`config.mk`:
```
export PLATFORM = sky130hd
export DESIGN_NAME = hrp_port
export DESIGN_NICKNAME = d
export VERILOG_FILES = /design/src/hrp_sync_unused_note.sv /design/src/hrp_sync.sv /design/src/hrp_port.sv
export SDC_FILE = /design/constraint.sdc
export NUM_CORES = 1
export LEC_CHECK = 0
export ABC_AREA = 1
export BUFFER_PORTS_ARGS = -buffer_cell sky130_fd_sc_hd__buf_2
export CAP_MARGIN = 0
export CORE_ASPECT_RATIO = 2
export CORE_MARGIN = 2
export CORE_UTILIZATION = 57
export DETAILED_ROUTE_END_ITERATION = 10
export PLACE_DENSITY = 0.81
export SLEW_MARGIN = 20
export SYNTH_ARGS = -nofsm -noshare
export SYNTH_HDL_FRONTEND = slang
export SYNTH_SLANG_ARGS = --single-unit
```
`constraint.sdc`:
```
create_clock -name CLK -period 4.3 [get_ports CLK]
set_input_delay 0.645 -clock CLK [delete_from_list [all_inputs] [get_ports CLK]]
set_output_delay 0.645 -clock CLK [all_outputs]
set_load 0.05 [all_outputs]
```
`src/hrp_sync_unused_note.sv`:
```
`timescale 1ns/1ps
`default_nettype none
`default_nettype wire

```
`src/hrp_sync.sv`:
```
// Behaviour
// - status resets to zero, chain bits live
// - reserved bits ignored on write, read zero
// - read/write registers keep last written value
// - double-buffered register reads last programmed value
// - written value reads back within five clocks
// - acknowledged status visible within eight clocks
// - active-low chip select, treated as asynchronous
// - drive data while read strobe low
// - write strobe tristates; capture at rising edge
// - respond only to selected address window
// - forward daisy-chain requests to interrupt output
// - interrupt output clocked once reset released
// - general inputs sampled and readable
// - output port register drives output pins
// - low reset input resets whole block
// - mask zero enables, one masks interrupt
// - any status write copies shadow, clears it
// - during reset interrupt follows chain inputs only
`timescale 1ns/1ps
`default_nettype none

package hrp_pkg;
   localparam int ADDR_W = 10;
   localparam int DATA_W = 32;
   localparam int IDX_W = 8;
   localparam int GPI_W = 20;
   localparam int GPO_W = 12;
   localparam int EVT_W = 16;
   // register indices inside the selected window
   localparam logic [7:0] IDX_CHAN_MODE = 8'h0F;
   localparam logic [7:0] IDX_INT_MASK = 8'h10;
   localparam logic [7:0] IDX_INT_STATUS = 8'h11;
   localparam logic [7:0] IDX_GPI = 8'h12;
   localparam logic [7:0] IDX_GPO = 8'h13;
   localparam logic [7:0] IDX_EPOCH_PARAM = 8'h14;
   // field layout
   localparam int INT_LSB = 9;
   localparam int INT_MSB = 24;
   localparam int CHAIN0_BIT = 0;
   localparam int CHAIN1_BIT = 1;
   localparam logic [31:0] MASK_RESET = 32'h01FF_FE00;
   localparam logic [31:0] MASK_USED = 32'h01FF_FE03;
   localparam logic [31:0] ZERO_WORD = 32'h0000_0000;
   localparam logic [7:0] CHAN_ENABLE_MASK = 8'hFF;
   // register initialisation time after reset
   localparam int INIT_CYCLES = 32;
   localparam int SYNC_DEPTH = 3;
endpackage

// three-flop synchroniser; a bit counts once stages two and three agree
module hrp_sync #(
   parameter int W = 1
) (
   input wire logic CLK,
   input wire logic RSTN,
   input wire logic [W-1:0] D,
   output logic [W-1:0] Q
);
   import hrp_pkg::*;

   logic [W-1:0] s1;
   logic [W-1:0] s2;
   logic [W-1:0] s3;
   logic [W-1:0] held;
   logic [W-1:0] next_held;

   // ---------------------------------------------------------------
   // agreement filter
   // ---------------------------------------------------------------
   // a disagreeing bit keeps its last agreed value
   always_comb
   begin
      next_held = (s2 ~^ s3) & s3 | ~(s2 ~^ s3) & held;
      Q = next_held;
   end

   // stage one feeds only stage two
   always_ff @(posedge CLK or negedge RSTN)
   begin
      if (!RSTN)
      begin
         s1 <= '0;
         s2 <= '0;
         s3 <= '0;
         held <= '0;
      end
      else
      begin
         s1 <= D;
         s2 <= s1;
         s3 <= s2;
         held <= next_held;
      end
   end

   // a zero-width synchroniser has nothing to carry
   if (W < 1)
   begin : g_bad_width
      $error("hrp_sync width must be positive");
   end
endmodule

`default_nettype wire

```
`src/hrp_port.sv`:
```
`timescale 1ns/1ps
`default_nettype none

module hrp_port (
   input wire logic CLK,
   input wire logic RSTN,
   input wire logic CS_N,
   input wire logic RD_N,
   input wire logic WR_N,
   input wire logic [hrp_pkg::ADDR_W-1:0] ADDRESS,
   input wire logic [hrp_pkg::DATA_W-1:0] DATA_IN,
   output logic [hrp_pkg::DATA_W-1:0] DATA_OUT,
   output logic [hrp_pkg::DATA_W-1:0] DATA_OE,
   input wire logic WINDOW_SELECT_HI,
   input wire logic WINDOW_SELECT_LO,
   input wire logic CHAIN_IRQ_IN_0,
   input wire logic CHAIN_IRQ_IN_1,
   output logic IRQ_REQUEST_OUT,
   input wire logic [hrp_pkg::EVT_W-1:0] EVENT_IN,
   input wire logic EPOCH_IN,
   output logic [hrp_pkg::DATA_W-1:0] EPOCH_PARAM_EFFECTIVE,
   output logic [7:0] CHANNEL_MODE,
   input wire logic [hrp_pkg::GPI_W-1:0] GENERAL_INPUT_PORT,
   output logic [hrp_pkg::GPO_W-1:0] GENERAL_OUTPUT_PORT,
   output logic READY
);
   import hrp_pkg::*;

   localparam int SYNC_W = 3 + ADDR_W + DATA_W + 4 + GPI_W;

   // ---------------------------------------------------------------
   // elaboration checks
   // ---------------------------------------------------------------
   // the init counter is six bits, so the init span must fit below 64
   if (INIT_CYCLES < 1 || INIT_CYCLES > 63)
   begin : g_bad_init
      $error("init span does not fit its counter");
   end

   // the window compare needs two address bits above the register index
   if (ADDR_W < IDX_W + 2)
   begin : g_bad_addr
      $error("address too narrow for window and index");
   end

   logic [SYNC_W-1:0] sync_q;
   logic cs_s, rd_s, wr_s, win_hi_s, win_lo_s, chain0_s, chain1_s;
   logic [ADDR_W-1:0] addr_s;
   logic [DATA_W-1:0] data_s;
   logic [GPI_W-1:0] gpi_s;

   // ---------------------------------------------------------------
   // pin synchronisation
   // ---------------------------------------------------------------
   // every pin but EVENT_IN and EPOCH_IN crosses through the same depth so address and data
   // stay aligned with the strobes they belong to
   hrp_sync #(.W(SYNC_W)) u_sync (
      .CLK(CLK),
      .RSTN(RSTN),
      .D({CS_N, RD_N, WR_N, ADDRESS, DATA_IN, WINDOW_SELECT_HI, WINDOW_SELECT_LO,
          CHAIN_IRQ_IN_1, CHAIN_IRQ_IN_0, GENERAL_INPUT_PORT}),
      .Q(sync_q)
   );

   assign {cs_s, rd_s, wr_s, addr_s, data_s, win_hi_s, win_lo_s, chain1_s, chain0_s,
           gpi_s} = sync_q;

   // true when the upper address bits match the window straps
   function automatic logic in_window(input logic [ADDR_W-1:0] a, input logic hi,
                                      input logic lo);
      in_window = (a[ADDR_W-1:ADDR_W-2] == {hi, lo});
   endfunction

   // ---------------------------------------------------------------
   // state
   // ---------------------------------------------------------------
   logic [5:0] init_cnt, next_init_cnt;
   logic wr_prev, next_wr_prev;
   logic cs_held, next_cs_held;
   logic [ADDR_W-1:0] waddr, next_waddr;
   logic [DATA_W-1:0] wdata, next_wdata;
   logic [DATA_W-1:0] mask, next_mask;
   logic [EVT_W-1:0] status, next_status;
   logic [EVT_W-1:0] shadow, next_shadow;
   logic [GPO_W-1:0] gpo, next_gpo;
   logic [GPI_W-1:0] gpi_q, next_gpi_q;
   logic [DATA_W-1:0] staged, next_staged;
   logic [DATA_W-1:0] effective, next_effective;
   logic [7:0] chan, next_chan;
   logic [DATA_W-1:0] rd_data, next_rd_data;
   logic irq_q, next_irq_q;
   logic wr_commit, busy, ack;
   logic [DATA_W-1:0] status_word;
   logic [IDX_W-1:0] widx, ridx;

   // write commit on the synchronised rising edge of the strobe
   always_comb
   begin
      busy = (init_cnt != 6'(INIT_CYCLES));
      next_init_cnt = busy ? init_cnt + 6'd1 : init_cnt;
      next_wr_prev = wr_s;
      next_waddr = waddr;
      next_wdata = wdata;
      next_cs_held = cs_held;
      // snapshot address and data while the strobe is low
      if (!wr_s)
      begin
         next_waddr = addr_s;
         next_wdata = data_s;
         next_cs_held = !cs_s;
      end
      // the synchroniser resets low, so a false strobe edge follows reset;
      // the init window swallows it, as it lasts far longer than the sync
      // writes during initialisation are dropped
      wr_commit = wr_s && !wr_prev && cs_held && !busy &&
                  in_window(waddr, win_hi_s, win_lo_s);
      widx = waddr[IDX_W-1:0];
      ack = wr_commit && (widx == IDX_INT_STATUS);
   end

   // register file; unused bits of a write are discarded
   always_comb
   begin
      next_mask = mask;
      next_gpo = gpo;
      next_staged = staged;
      next_chan = chan;
      // the read-only input register is never written
      if (wr_commit)
      begin
         if (widx == IDX_INT_MASK)
            next_mask = wdata & MASK_USED;
         else if (widx == IDX_GPO)
            next_gpo = wdata[GPO_W-1:0];
         else if (widx == IDX_EPOCH_PARAM)
            next_staged = wdata;
         else if (widx == IDX_CHAN_MODE)
            next_chan = wdata[7:0] & CHAN_ENABLE_MASK;
      end
      // staged value becomes effective only at the epoch
      next_effective = EPOCH_IN ? staged : effective;
      next_gpi_q = gpi_s;
   end

   // interrupt shadow and status; a new event beats the ack clear
   always_comb
   begin
      next_shadow = (ack ? '0 : shadow) | EVENT_IN;
      next_status = ack ? shadow : status;
      status_word = ZERO_WORD;
      status_word[INT_MSB:INT_LSB] = status;
      status_word[CHAIN0_BIT] = chain0_s;
      status_word[CHAIN1_BIT] = chain1_s;
      next_irq_q = |(status_word & ~mask);
   end

   // read mux, refreshed every cycle from the synchronised address
   always_comb
   begin
      ridx = addr_s[IDX_W-1:0];
      next_rd_data = ZERO_WORD;
      if (ridx == IDX_INT_MASK)
         next_rd_data = mask;
      else if (ridx == IDX_INT_STATUS)
         next_rd_data = status_word;
      else if (ridx == IDX_GPI)
         next_rd_data[GPI_W-1:0] = gpi_q;
      else if (ridx == IDX_GPO)
         next_rd_data[GPO_W-1:0] = gpo;
      else if (ridx == IDX_EPOCH_PARAM)
         next_rd_data = staged;
      else if (ridx == IDX_CHAN_MODE)
         next_rd_data[7:0] = chan;
   end

   // one register stage for the whole block
   always_ff @(posedge CLK or negedge RSTN)
   begin
      if (!RSTN)
      begin
         init_cnt <= '0;
         wr_prev <= 1'b1;
         cs_held <= 1'b0;
         waddr <= '0;
         wdata <= '0;
         mask <= MASK_RESET;
         status <= '0;
         shadow <= '0;
         gpo <= '0;
         gpi_q <= '0;
         staged <= '0;
         effective <= '0;
         chan <= '0;
         rd_data <= '0;
         irq_q <= 1'b0;
      end
      else
      begin
         init_cnt <= next_init_cnt;
         wr_prev <= next_wr_prev;
         cs_held <= next_cs_held;
         waddr <= next_waddr;
         wdata <= next_wdata;
         mask <= next_mask;
         status <= next_status;
         shadow <= next_shadow;
         gpo <= next_gpo;
         gpi_q <= next_gpi_q;
         staged <= next_staged;
         effective <= next_effective;
         chan <= next_chan;
         rd_data <= next_rd_data;
         irq_q <= next_irq_q;
      end
   end

   // ---------------------------------------------------------------
   // pin outputs
   // ---------------------------------------------------------------
   // enable follows the raw strobes; the data itself is a flop, so a
   // host must allow the synchroniser delay before sampling
   always_comb
   begin
      DATA_OE = {DATA_W{RSTN && !CS_N && !RD_N && WR_N &&
                 in_window(ADDRESS, win_hi_s, win_lo_s)}};
      DATA_OUT = rd_data;
      // reset: pure gate of the chain pins; after: clocked
      IRQ_REQUEST_OUT = RSTN ? irq_q : (CHAIN_IRQ_IN_0 | CHAIN_IRQ_IN_1);
      GENERAL_OUTPUT_PORT = gpo;
      EPOCH_PARAM_EFFECTIVE = effective;
      CHANNEL_MODE = chan;
      READY = !busy;
   end
endmodule

`default_nettype wire

```
Word level (Yosys, flattened, before mapping)

Index checks and enable logic that the tools add are counted.

Register bits after elaboration: 513
Latch bits: 0
Memory bits (writable): 0
Memory bits (read-only): 0
Output and inout bits: 118
Logic and storage cells: 76
Memories kept: 0

Add/subtract/negate cells: 1
Multipliers: 0
Div/mod/pow operators: 0
Order comparisons: 0
Equality and inequality tests: 14
Shift operators: 0
Multiplexer cells: 11
Bitwise operators: 12
Reduce and logical (&&, ||, !) cells: 19

Operators with widths:

| cell                                                                  | number |
|---|---|
| 69-bit AND                                                            | 2 |
| 8-bit by 5-bit equality test with 1-bit output, second input constant | 9 |
| 69-bit NOT                                                            | 1 |
| 69-bit OR                                                             | 1 |
| 69-bit bitwise XNOR                                                   | 1 |
| 32-bit two-way mux                                                    | 2 |
| 20-bit two-way mux                                                    | 2 |
| 25-bit by 32-bit AND with 32-bit output                               | 1 |
| 25-bit NOT with 32-bit output                                         | 1 |
| 32-bit OR reduction                                                   | 1 |
| 12-bit two-way mux                                                    | 2 |
| 24-bit two-way mux                                                    | 1 |
| 8-bit by 4-bit equality test with 1-bit output, second input constant | 2 |
| 16-bit two-way mux                                                    | 1 |
| 8-bit two-way mux                                                     | 2 |
| 16-bit OR                                                             | 1 |
| 1-bit logical AND                                                     | 9 |
| 6-bit by 1-bit adder with 6-bit output, second input constant         | 1 |
| 6-bit inequality test, second input constant                          | 1 |
| 1-bit zero test                                                       | 5 |
| 5-bit AND reduction                                                   | 1 |
| 2-bit equality test                                                   | 2 |
| 4-bit AND reduction                                                   | 1 |
| 1-bit NOT                                                             | 3 |
| 4 further kinds                                                       | 4 |

Longest topological paths before layout

Gate-level depths: netlist of the first run.

Depth after elaboration: 11
Mapped depth: 12

Hierarchy

A second synthesis of the first run with hierarchy kept.

Cell total of the unflattened synthesis: 1576
Area total of the unflattened synthesis: 17755.8 um^2

Modules (own cells, without submodules):

| module   | instances | cells each | area each (um^2) |
|---|---|---|---|
| hrp_port | 1         | 1024       | 9726.8 |
| hrp_sync | 1         | 552        | 8029.0 |

Least setup slack after synthesis of the first run

Ideal clock, no wire load.

Path kind: in2out
From: input port CS_N
To: output port DATA_OE[10] in the netlist's numbering
Arrival time: 3.944 ns
Path slack: -0.289 ns
Stages: 4
Buffers on the path: 1
Cells stage by stage: nor2_1 > nand3_1 > nor3_1 > buf_4

Longest elaborated chain between the ends: 5

RTL lines:

| element                        | RTL line        | RTL |
|---|---|---|
| start: declaration             | hrp_port.sv:7   | `input wire logic CS_N,` |
| 1-bit zero test                | hrp_port.sv:224 | `DATA_OE = {DATA_W{RSTN && !CS_N && !RD_N && WR_N &&` |
| 1-bit logical AND (4 in a row) | hrp_port.sv:224 |  |
| end: declaration               | hrp_port.sv:13  | `output logic [hrp_pkg::DATA_W-1:0] DATA_OE,` |

No other way between the ends.

Worst setup path after layout of the first run

From: input port RSTN
To: output port DATA_OE[20] in the netlist's numbering

Longest elaborated chain between the ends: 4

RTL lines:

| element                        | RTL line        | RTL |
|---|---|---|
| start: declaration             | hrp_port.sv:6   | `input wire logic RSTN,` |
| 1-bit logical AND (4 in a row) | hrp_port.sv:224 |  |

No other way between the ends.

==> summary.txt, run 1 <==
Timing
  • RSZ-0062 raised after global routing: no
  • Final setup fails: 0
  • Fmax: 0.3076 GHz
  • Worst slew margin: 34.76%
  • Sum Neg Setup Slack: 0 ns
  • Final Hold Viols: 0
  • Final cycle utilization of the critical path: 75.60%
  • Max-slew violations: 0
  • Tmin final: 3.251 ns
  • Measured slew at the worst slew-check pin: 0.9786 ns
  • Slack of the critical path: 1.049 ns
  • Clk_skew: 0.02288 ns

Clock network
  • Sink Count: 489
  • Worst-Skew Late Latency: 0.55 ns
  • TritonCTS Buffers: 40
  • H-tree Lvls: 2
  • Root Buffer: clkbuf_16
  • Clock Path Buffers: 3
  • CTS tree: built
  • Clk pin slew, worst setup/hold paths: 0.07 ns
  • Postcts setup bufs: 0

Global route
  • Global-route wire length before repair: 55,910 microns
  • Largest net degree at the start of global routing: 174
  • Vias in the first global route: 10,720
  • Global-route usage over all layers: 23.32%
  • Grt ovf: 0
  • Antenna violations before repair: 3

Placed design
  • Input/output buffers: 205
  • Post-Place Worst Slack: 1.304 ns
  • DPL Wire Length: 24,540 microns
  • Routability Congestion: 0.8902

Floorplanning
  • Initial Util: 57.86%
  • Die H: 248.3 microns
  • Horiz. Die Dim: 126.1 microns
  • Die area: 0.03132 sq mm
  • Row cnt: 89
  • CORE AREA: 0.02940 sq mm
  • Ports: 206

Logic synthesis
  • Syn nets: 1,467
  • Synthesized area per cell: 12.35 sq um
  • Post-synth EDFFs: 0
  • Post-synthesis cell count: 1,377
  • Predominant post-synthesis flop cell: dfrtp_1
  • Yosys reg bits: 489
  • Yosys synthesis warning count: 0
  • Asr flop ratio synth: 100.0%
  • Mapped cell area: 0.01701 sq mm
  • Share of the yosys chip area belonging to registers: 72.07%
  • Yosys cell types: 42

Layout
  • Area Overhead vs Synth: 14.54%
  • Filler cell count: 2,197
  • Nets: 1,653
  • Layout cell share with drive strength beyond 1: 22.77%

Run status
  • Status: finished clean

Drt
  • Antenna Nets Post-Route: 0
  • Total Wirelength: 35,420 microns
  • DR iter-0 viols: 731
  • Pre-antenna DRT Iters: 5
  • Total number of vias: 10,320
  • # DRC: 0
  • Vias/cell: 5.262
  • Drt wl/cell: 18.06 microns

Setup path
  • Critical Path Source Type: input port
  • Worst r2r src: u_sync.s3[66]
  • Crit path DAT: 2.61 ns
  • CP Max Fanout: 32
  • Crit-path max cell delay: 0.66 ns
  • CP max-delay cell: nor3_4
  • CP Launch Point: RSTN
  • WS Path Type: in2out
  • Worst Setup End Kind: output port
  • CP cell instances: dlygate4sd3_1, buf_8, nand3_1, nor3_4, buf_2
  • Req. time, crit path: 3.65 ns

Flow run
  • Max-Cap Viols: 0

Power and ir drop
  • Max VDD drop: 376.0 uV
  • P_leak: 9.589 nW
  • Pwr/cell area: 477.1 mW/mm^2

Hold path
  • Hold wc startpoint: GENERAL_INPUT_PORT[4]
  • HP Class: in2reg
kinds of logic after synthesis:
| family | Yosys count | share of synthesized area (%) |
|---|---|---|
| flip-flops | 489 | 72.07 |
| buffers and inverters | 199 | 5.605 |
| multiplexers | 25 | 1.655 |
| XOR/XNOR | 7 | 0.3605 |
| AND/OR/NAND/NOR | 429 | 11.29 |
| AO/OA/AOI/OAI | 171 | 5.635 |
| adder cells (fa/ha/maj) | 57 | 3.384 |
per-layer routing:
| metal | track usage [%] | up-vias | part of all wire [%] |
|---|---|---|---|
| met5 | 0 | - | 0 |
| met4 | 15.06 | 0 | 6.8 |
| met3 | 3.200 | 108 | 3.9 |
| met2 | 42.17 | 311 | 55 |
| met1 | 25.56 | 5145 | 35 |
| li1 | - | 4755 | - |
state kept, by name, indices dropped and copies added, names as in the netlist, 6 cells and up, named ones only:
| register | cells |
|---|---|
| shadow | 16 |
| CHANNEL_MODE | 8 |
| mask | 18 |
| u_sync.s2 | 68 |
| init_cnt | 6 |
| status | 16 |
| waddr | 10 |
| u_sync.s3 | 68 |
| u_sync.held | 48 |
| u_sync.s1 | 68 |
| staged | 32 |
| EPOCH_PARAM_EFFECTIVE | 32 |
| wdata | 32 |
| DATA_OUT | 32 |
| GENERAL_OUTPUT_PORT | 12 |
area by class of cell:
cell class,instances,area [sq um],area share (%)
clock inverters,14,161.4,0.8285
diodes,3,7.507,0.03853
well taps,364,455.4,2.338
repair buffers,211,1112,5.709
inverters,132,495.5,2.543
clock buffers,59,1184,6.075
multi-input cells,689,3809,19.55
flip-flops and latches,489,12260,62.92
final timing paths:
check	endpoint	slack (ns)	cells after the start
max	DATA_OE[20]	1.05	5
min	u_sync.s1[4]	0.19	1
max reg2reg	staged[25]	1.61	9
min reg2reg	u_sync.s2[55]	0.34	0
max in group asynchronous	DATA_OUT[2]	1.84	4
min in group asynchronous	shadow[0]	0.49	2
critical path, delay by kind of cell:
| kind | cells | cell delay, ns |
|---|---|---|
| buffers and inverters | 3 | 1.14 |
| AND/OR/NAND/NOR | 2 | 0.81 |
power breakdown:
group,internal (mW),switching (mW)
clock,2.10,1.60
sequential,4.86,0.117
combinational,0.174,0.443
synthesized netlist by cell type, types with 2 or more instances:
master | count | share of area [%]
nor3_1 | 4 | 0.12
inv_2 | 6 | 0.13
nor2_1 | 71 | 1.6
nor2_4 | 4 | 0.26
a21o_1 | 16 | 0.71
nand4_1 | 12 | 0.44
dfstp_2 | 17 | 2.6
clkbuf_1 | 13 | 0.29
or2_2 | 8 | 0.29
o211ai_1 | 3 | 0.13
ha_1 | 2 | 0.15
buf_6 | 9 | 0.60
a21oi_1 | 13 | 0.38
maj3_1 | 55 | 3.2
nor4_1 | 3 | 0.11
xor2_1 | 2 | 0.10
xnor2_1 | 5 | 0.26
o21ai_0 | 61 | 1.8
o21ai_2 | 6 | 0.31
nand3b_1 | 2 | 0.088
buf_4 | 33 | 1.5
nand3_1 | 50 | 1.5
mux2_2 | 25 | 1.7
nand2_4 | 3 | 0.20
a21oi_2 | 2 | 0.10
nand2_2 | 10 | 0.37
inv_1 | 126 | 2.8
dfrtp_1 | 472 | 69
o21ai_1 | 63 | 1.9
o22ai_1 | 4 | 0.15
buf_2 | 12 | 0.35
nand2_1 | 249 | 5.5
nand3_4 | 3 | 0.31
or2_1 | 5 | 0.18
timing repair:
| item | in CTS | in global routing |
|---|---|---|
| hold buffers | 1 | 0 |
| hold endpoints to repair | 7 | 0 |
| resized for setup | 0 | 0 |
cells in the final DEF, fill, tap and decap left out, drive strengths merged, types with 5 or more instances in the layout:
master  count
xnor2       5
buf       210
maj3       55
a21oi      15
nand3      53
dfrtp     472
mux2       25
nand2     262
clkbuf     59
nand4      13
a21o       16
clkinv      6
dfstp      17
nor2       76
o21ai     130
inv       135
or2        14
per-stage QoR:
step           utilization [%]  power (mW)  hold slack, ns  cell area (sq um)  instances
3_3_place_gp             61.60       5.639          0.3313              18110       1884
4_1_cts                  66.21       9.394          0.1691              19460       1958
3_5_place_dp             61.60       5.678          0.3347              18110       1884
6_report                 66.27       9.295          0.1922              19480       1961
2_1_floorplan                -       5.385          0.3312              17010       1377
5_1_grt                  66.27       9.659          0.1778              19480       1961
(Power assumes the default switching activity.)
==> run 2: changes to the inputs <==
- clock period: 4.3 -> 3.1 ns (I/O delays scaled with it)
==> summary.txt, run 2 (synthesis results as in run 1) <==
Clock network
  • Clock Path Buffers: 3 (unchanged)
  • Worst-Skew Late Latency: 0.55 ns (about the same)
  • Post-CTS Resized: 0 (unchanged)
  • CTS tree: built
  • H-tree Lvls: 2 (unchanged)
  • Sink Count: 489 (unchanged)
  • TritonCTS Buffers: 41 (+2.5%)
  • Clk pin slew, worst setup/hold paths: 0.07 ns (about the same)
  • Postcts setup bufs: 0 (unchanged)
  • Root Buffer: clkbuf_16

Floorplanning
  • Row cnt: 89 (unchanged)
  • Die H: 248.3 microns (unchanged)
  • Horiz. Die Dim: 126.1 microns (unchanged)
  • Ports: 206 (unchanged)
  • Initial Util: 57.86% (unchanged)
  • Die area: 0.03132 sq mm (unchanged)
  • CORE AREA: 0.02940 sq mm (unchanged)

Global route
  • Global-route usage over all layers: 23.99% (+0.67 points)
  • Global-route wire length before repair: 57,890 microns (+3.5%)
  • Largest net degree at the start of global routing: 201 (+16%)
  • Grt ovf: 0 (unchanged)
  • Antenna violations before repair: 4 (+1)
  • Vias in the first global route: 10,930 (+2.0%)

Timing
  • Final cycle utilization of the critical path: 92.23%
  • Final Hold Viols: 0 (unchanged)
  • Fin Hold WS: 0.02157 ns (-0.1706 ns)
  • Final setup fails: 0 (unchanged)
  • Worst slew margin: 31.75% (-3.0 points)
  • Measured slew at the worst slew-check pin: 1.024 ns (+0.04512 ns)
  • Fmax: 0.3498 GHz
  • RSZ-0062 raised after global routing: no
  • Sum Neg Setup Slack: 0 ns (unchanged)
  • Max-slew violations: 0 (unchanged)
  • Tmin final: 2.859 ns
  • Clk_skew: 0.01815 ns (-0.004736 ns)

Setup path
  • Worst Setup End Kind: output port
  • WS Path Type: in2out
  • Crit path DAT: 2.39 ns (-0.22 ns)
  • CP Max Fanout: 16 (-50%)
  • Critical Path Source Type: input port
  • Crit-path max cell delay: 0.59 ns (-0.07 ns)
  • CP max-delay cell: nor3_2
  • Req. time, crit path: 2.63 ns (-1.02 ns)
  • CP cell instances: dlygate4sd3_1, buf_8, nand3_1, nor3_2, buf_2

Drt
  • Antenna Nets Post-Route: 0 (unchanged)
  • Total number of vias: 10,460 (+1.4%)
  • Total Wirelength: 37,130 microns (+4.8%)
  • Vias/cell: 5.299 (+0.71%)
  • # DRC: 0 (unchanged)
  • Pre-antenna DRT Iters: 5 (unchanged)
  • DR iter-0 viols: 680 (-7.0%)
  • Drt wl/cell: 18.81 microns (+4.1%)

Layout
  • Commonest non-fill, non-tap cell in the layout: dfrtp_1
  • Filler cell count: 2,148 (-2.2%)
  • Nets: 1,664 (+0.67%)
  • Area Overhead vs Synth: 15.95%
  • Fin area: 0.01972 sq mm (+1.2%)
  • Biggest regs: u_sync.s1: 68 flops, u_sync.s2: 68 flops, u_sync.s3: 68 flops
  • Most frequent cells in the layout: dfrtp_1 (472), nand2_1 (249), buf_2 (203)
  • Layout cell share with drive strength beyond 1: 23.23% (+0.45 points)
  • Layout Utilization: 67.08% (+0.81 points)

Power and ir drop
  • Power share of the clock group: 41.3% (+1.4 points)
  • Combinational share of power: 6.7% (about the same)
  • Max VDD drop: 617.9 uV (+64%)
  • Total power: 13.26 mW (+43%)
  • Internal power: 10.22 mW (+43%)
  • Pwr/cell area: 672.3 mW/mm^2 (+41%)
  • Switching pwr: 3.035 mW (+40%)
  • P_leak: 9.703 nW (+1.2%)
  • Net Sw Frac: 22.89% (-0.36 points)
  • Sequential Power Share: 52.1% (-1.4 points)

Placed design
  • Input/output buffers: 205 (unchanged)
  • DPL Wire Length: 24,980 microns (+1.8%)
  • Routability Congestion: 0.8861 (-0.46%)
  • Dpl cell area: 0.01816 sq mm (+0.28%)

Hold path
  • HP Class: in2reg

Flow run
  • Max-Cap Viols: 0 (unchanged)

Run status
  • Status: finished clean
[run 2: cell count changes in the layout (fill, tap and decap cells not counted), sizes merged, moves of 2 or more]
| cell | delta |
|---|---|
| inv | -2 |
| clkbuf | +2 |
| bufinv | +2 |
| buf | +5 |
| dlygate4sd3 | +4 |
[run 2: cell type report]
type | instances | area [sq um] | share of cell area, %
inverters | 132 | 495.5 | 2.512
clock inverters | 14 | 205.2 | 1.040
repair buffers | 220 | 1225 | 6.211
multi-input cells | 690 | 3819 | 19.36
diodes | 4 | 10.01 | 0.05076
clock buffers | 61 | 1254 | 6.357
flip-flops and latches | 489 | 12260 | 62.16
well taps | 364 | 455.4 | 2.309
[run 2: what timing repair did]
action,CTS,global route
hold buffers,5,0
endpoints found under the hold margin,11,0
endpoints found under the setup margin,0,32
[run 2: path summary, 6_finish.rpt]
path	endpoint	cells after the start	slack, ns	from
max in group asynchronous	status[8]	5	0.97	RSTN
worst min-delay path	u_sync.s1[9]	1	0.02	GENERAL_INPUT_PORT[9]
worst min register to register	u_sync.s2[13]	0	0.35	u_sync.s1[13]
min in group asynchronous	status[12]	2	0.33	RSTN
worst max-delay path	DATA_OE[30]	5	0.24	RSTN
worst max register to register	DATA_OUT[6]	9	0.55	u_sync.s2[62]
[run 2: per-stage QoR]
stage,setup WS [ns],std cells
4_1_cts,0.1882,1968
3_3_place_gp,0.8192,1888
6_report,0.2410,1974
5_1_grt,0.01716,1974
2_1_floorplan,0.5311,1377
3_5_place_dp,0.6641,1888
[run 2: critical path, delay by kind of cell]
kind          cells  cell delay [ns]
simple gates      2             0.78
buf+inv           3             1.13
[run 2: power groups by stage]
stage / registers (mW) / logic, mW / clock network [mW]
after floorplan: 7.01 / 0.462 / 0
after global placement: 7.00 / 0.838 / 0
after detailed placement: 7.02 / 0.870 / 0
after CTS: 6.90 / 0.888 / 5.59
after global routing: 6.93 / 0.983 / 5.83
final: 6.90 / 0.883 / 5.47
[run 2: routing by layer]
| layer | vias up | wire length [microns] | share of wire (%) | GRT usage, % |
|---|---|---|---|---|
| met5 | - | 0 | 0 | 0 |
| met4 | 0 | 2634 | 7.1 | 15.84 |
| met3 | 130 | 1436 | 3.9 | 3.243 |
| met2 | 338 | 19860 | 53 | 42.90 |
| met1 | 5209 | 13200 | 36 | 26.62 |
| li1 | 4784 | - | - | - |
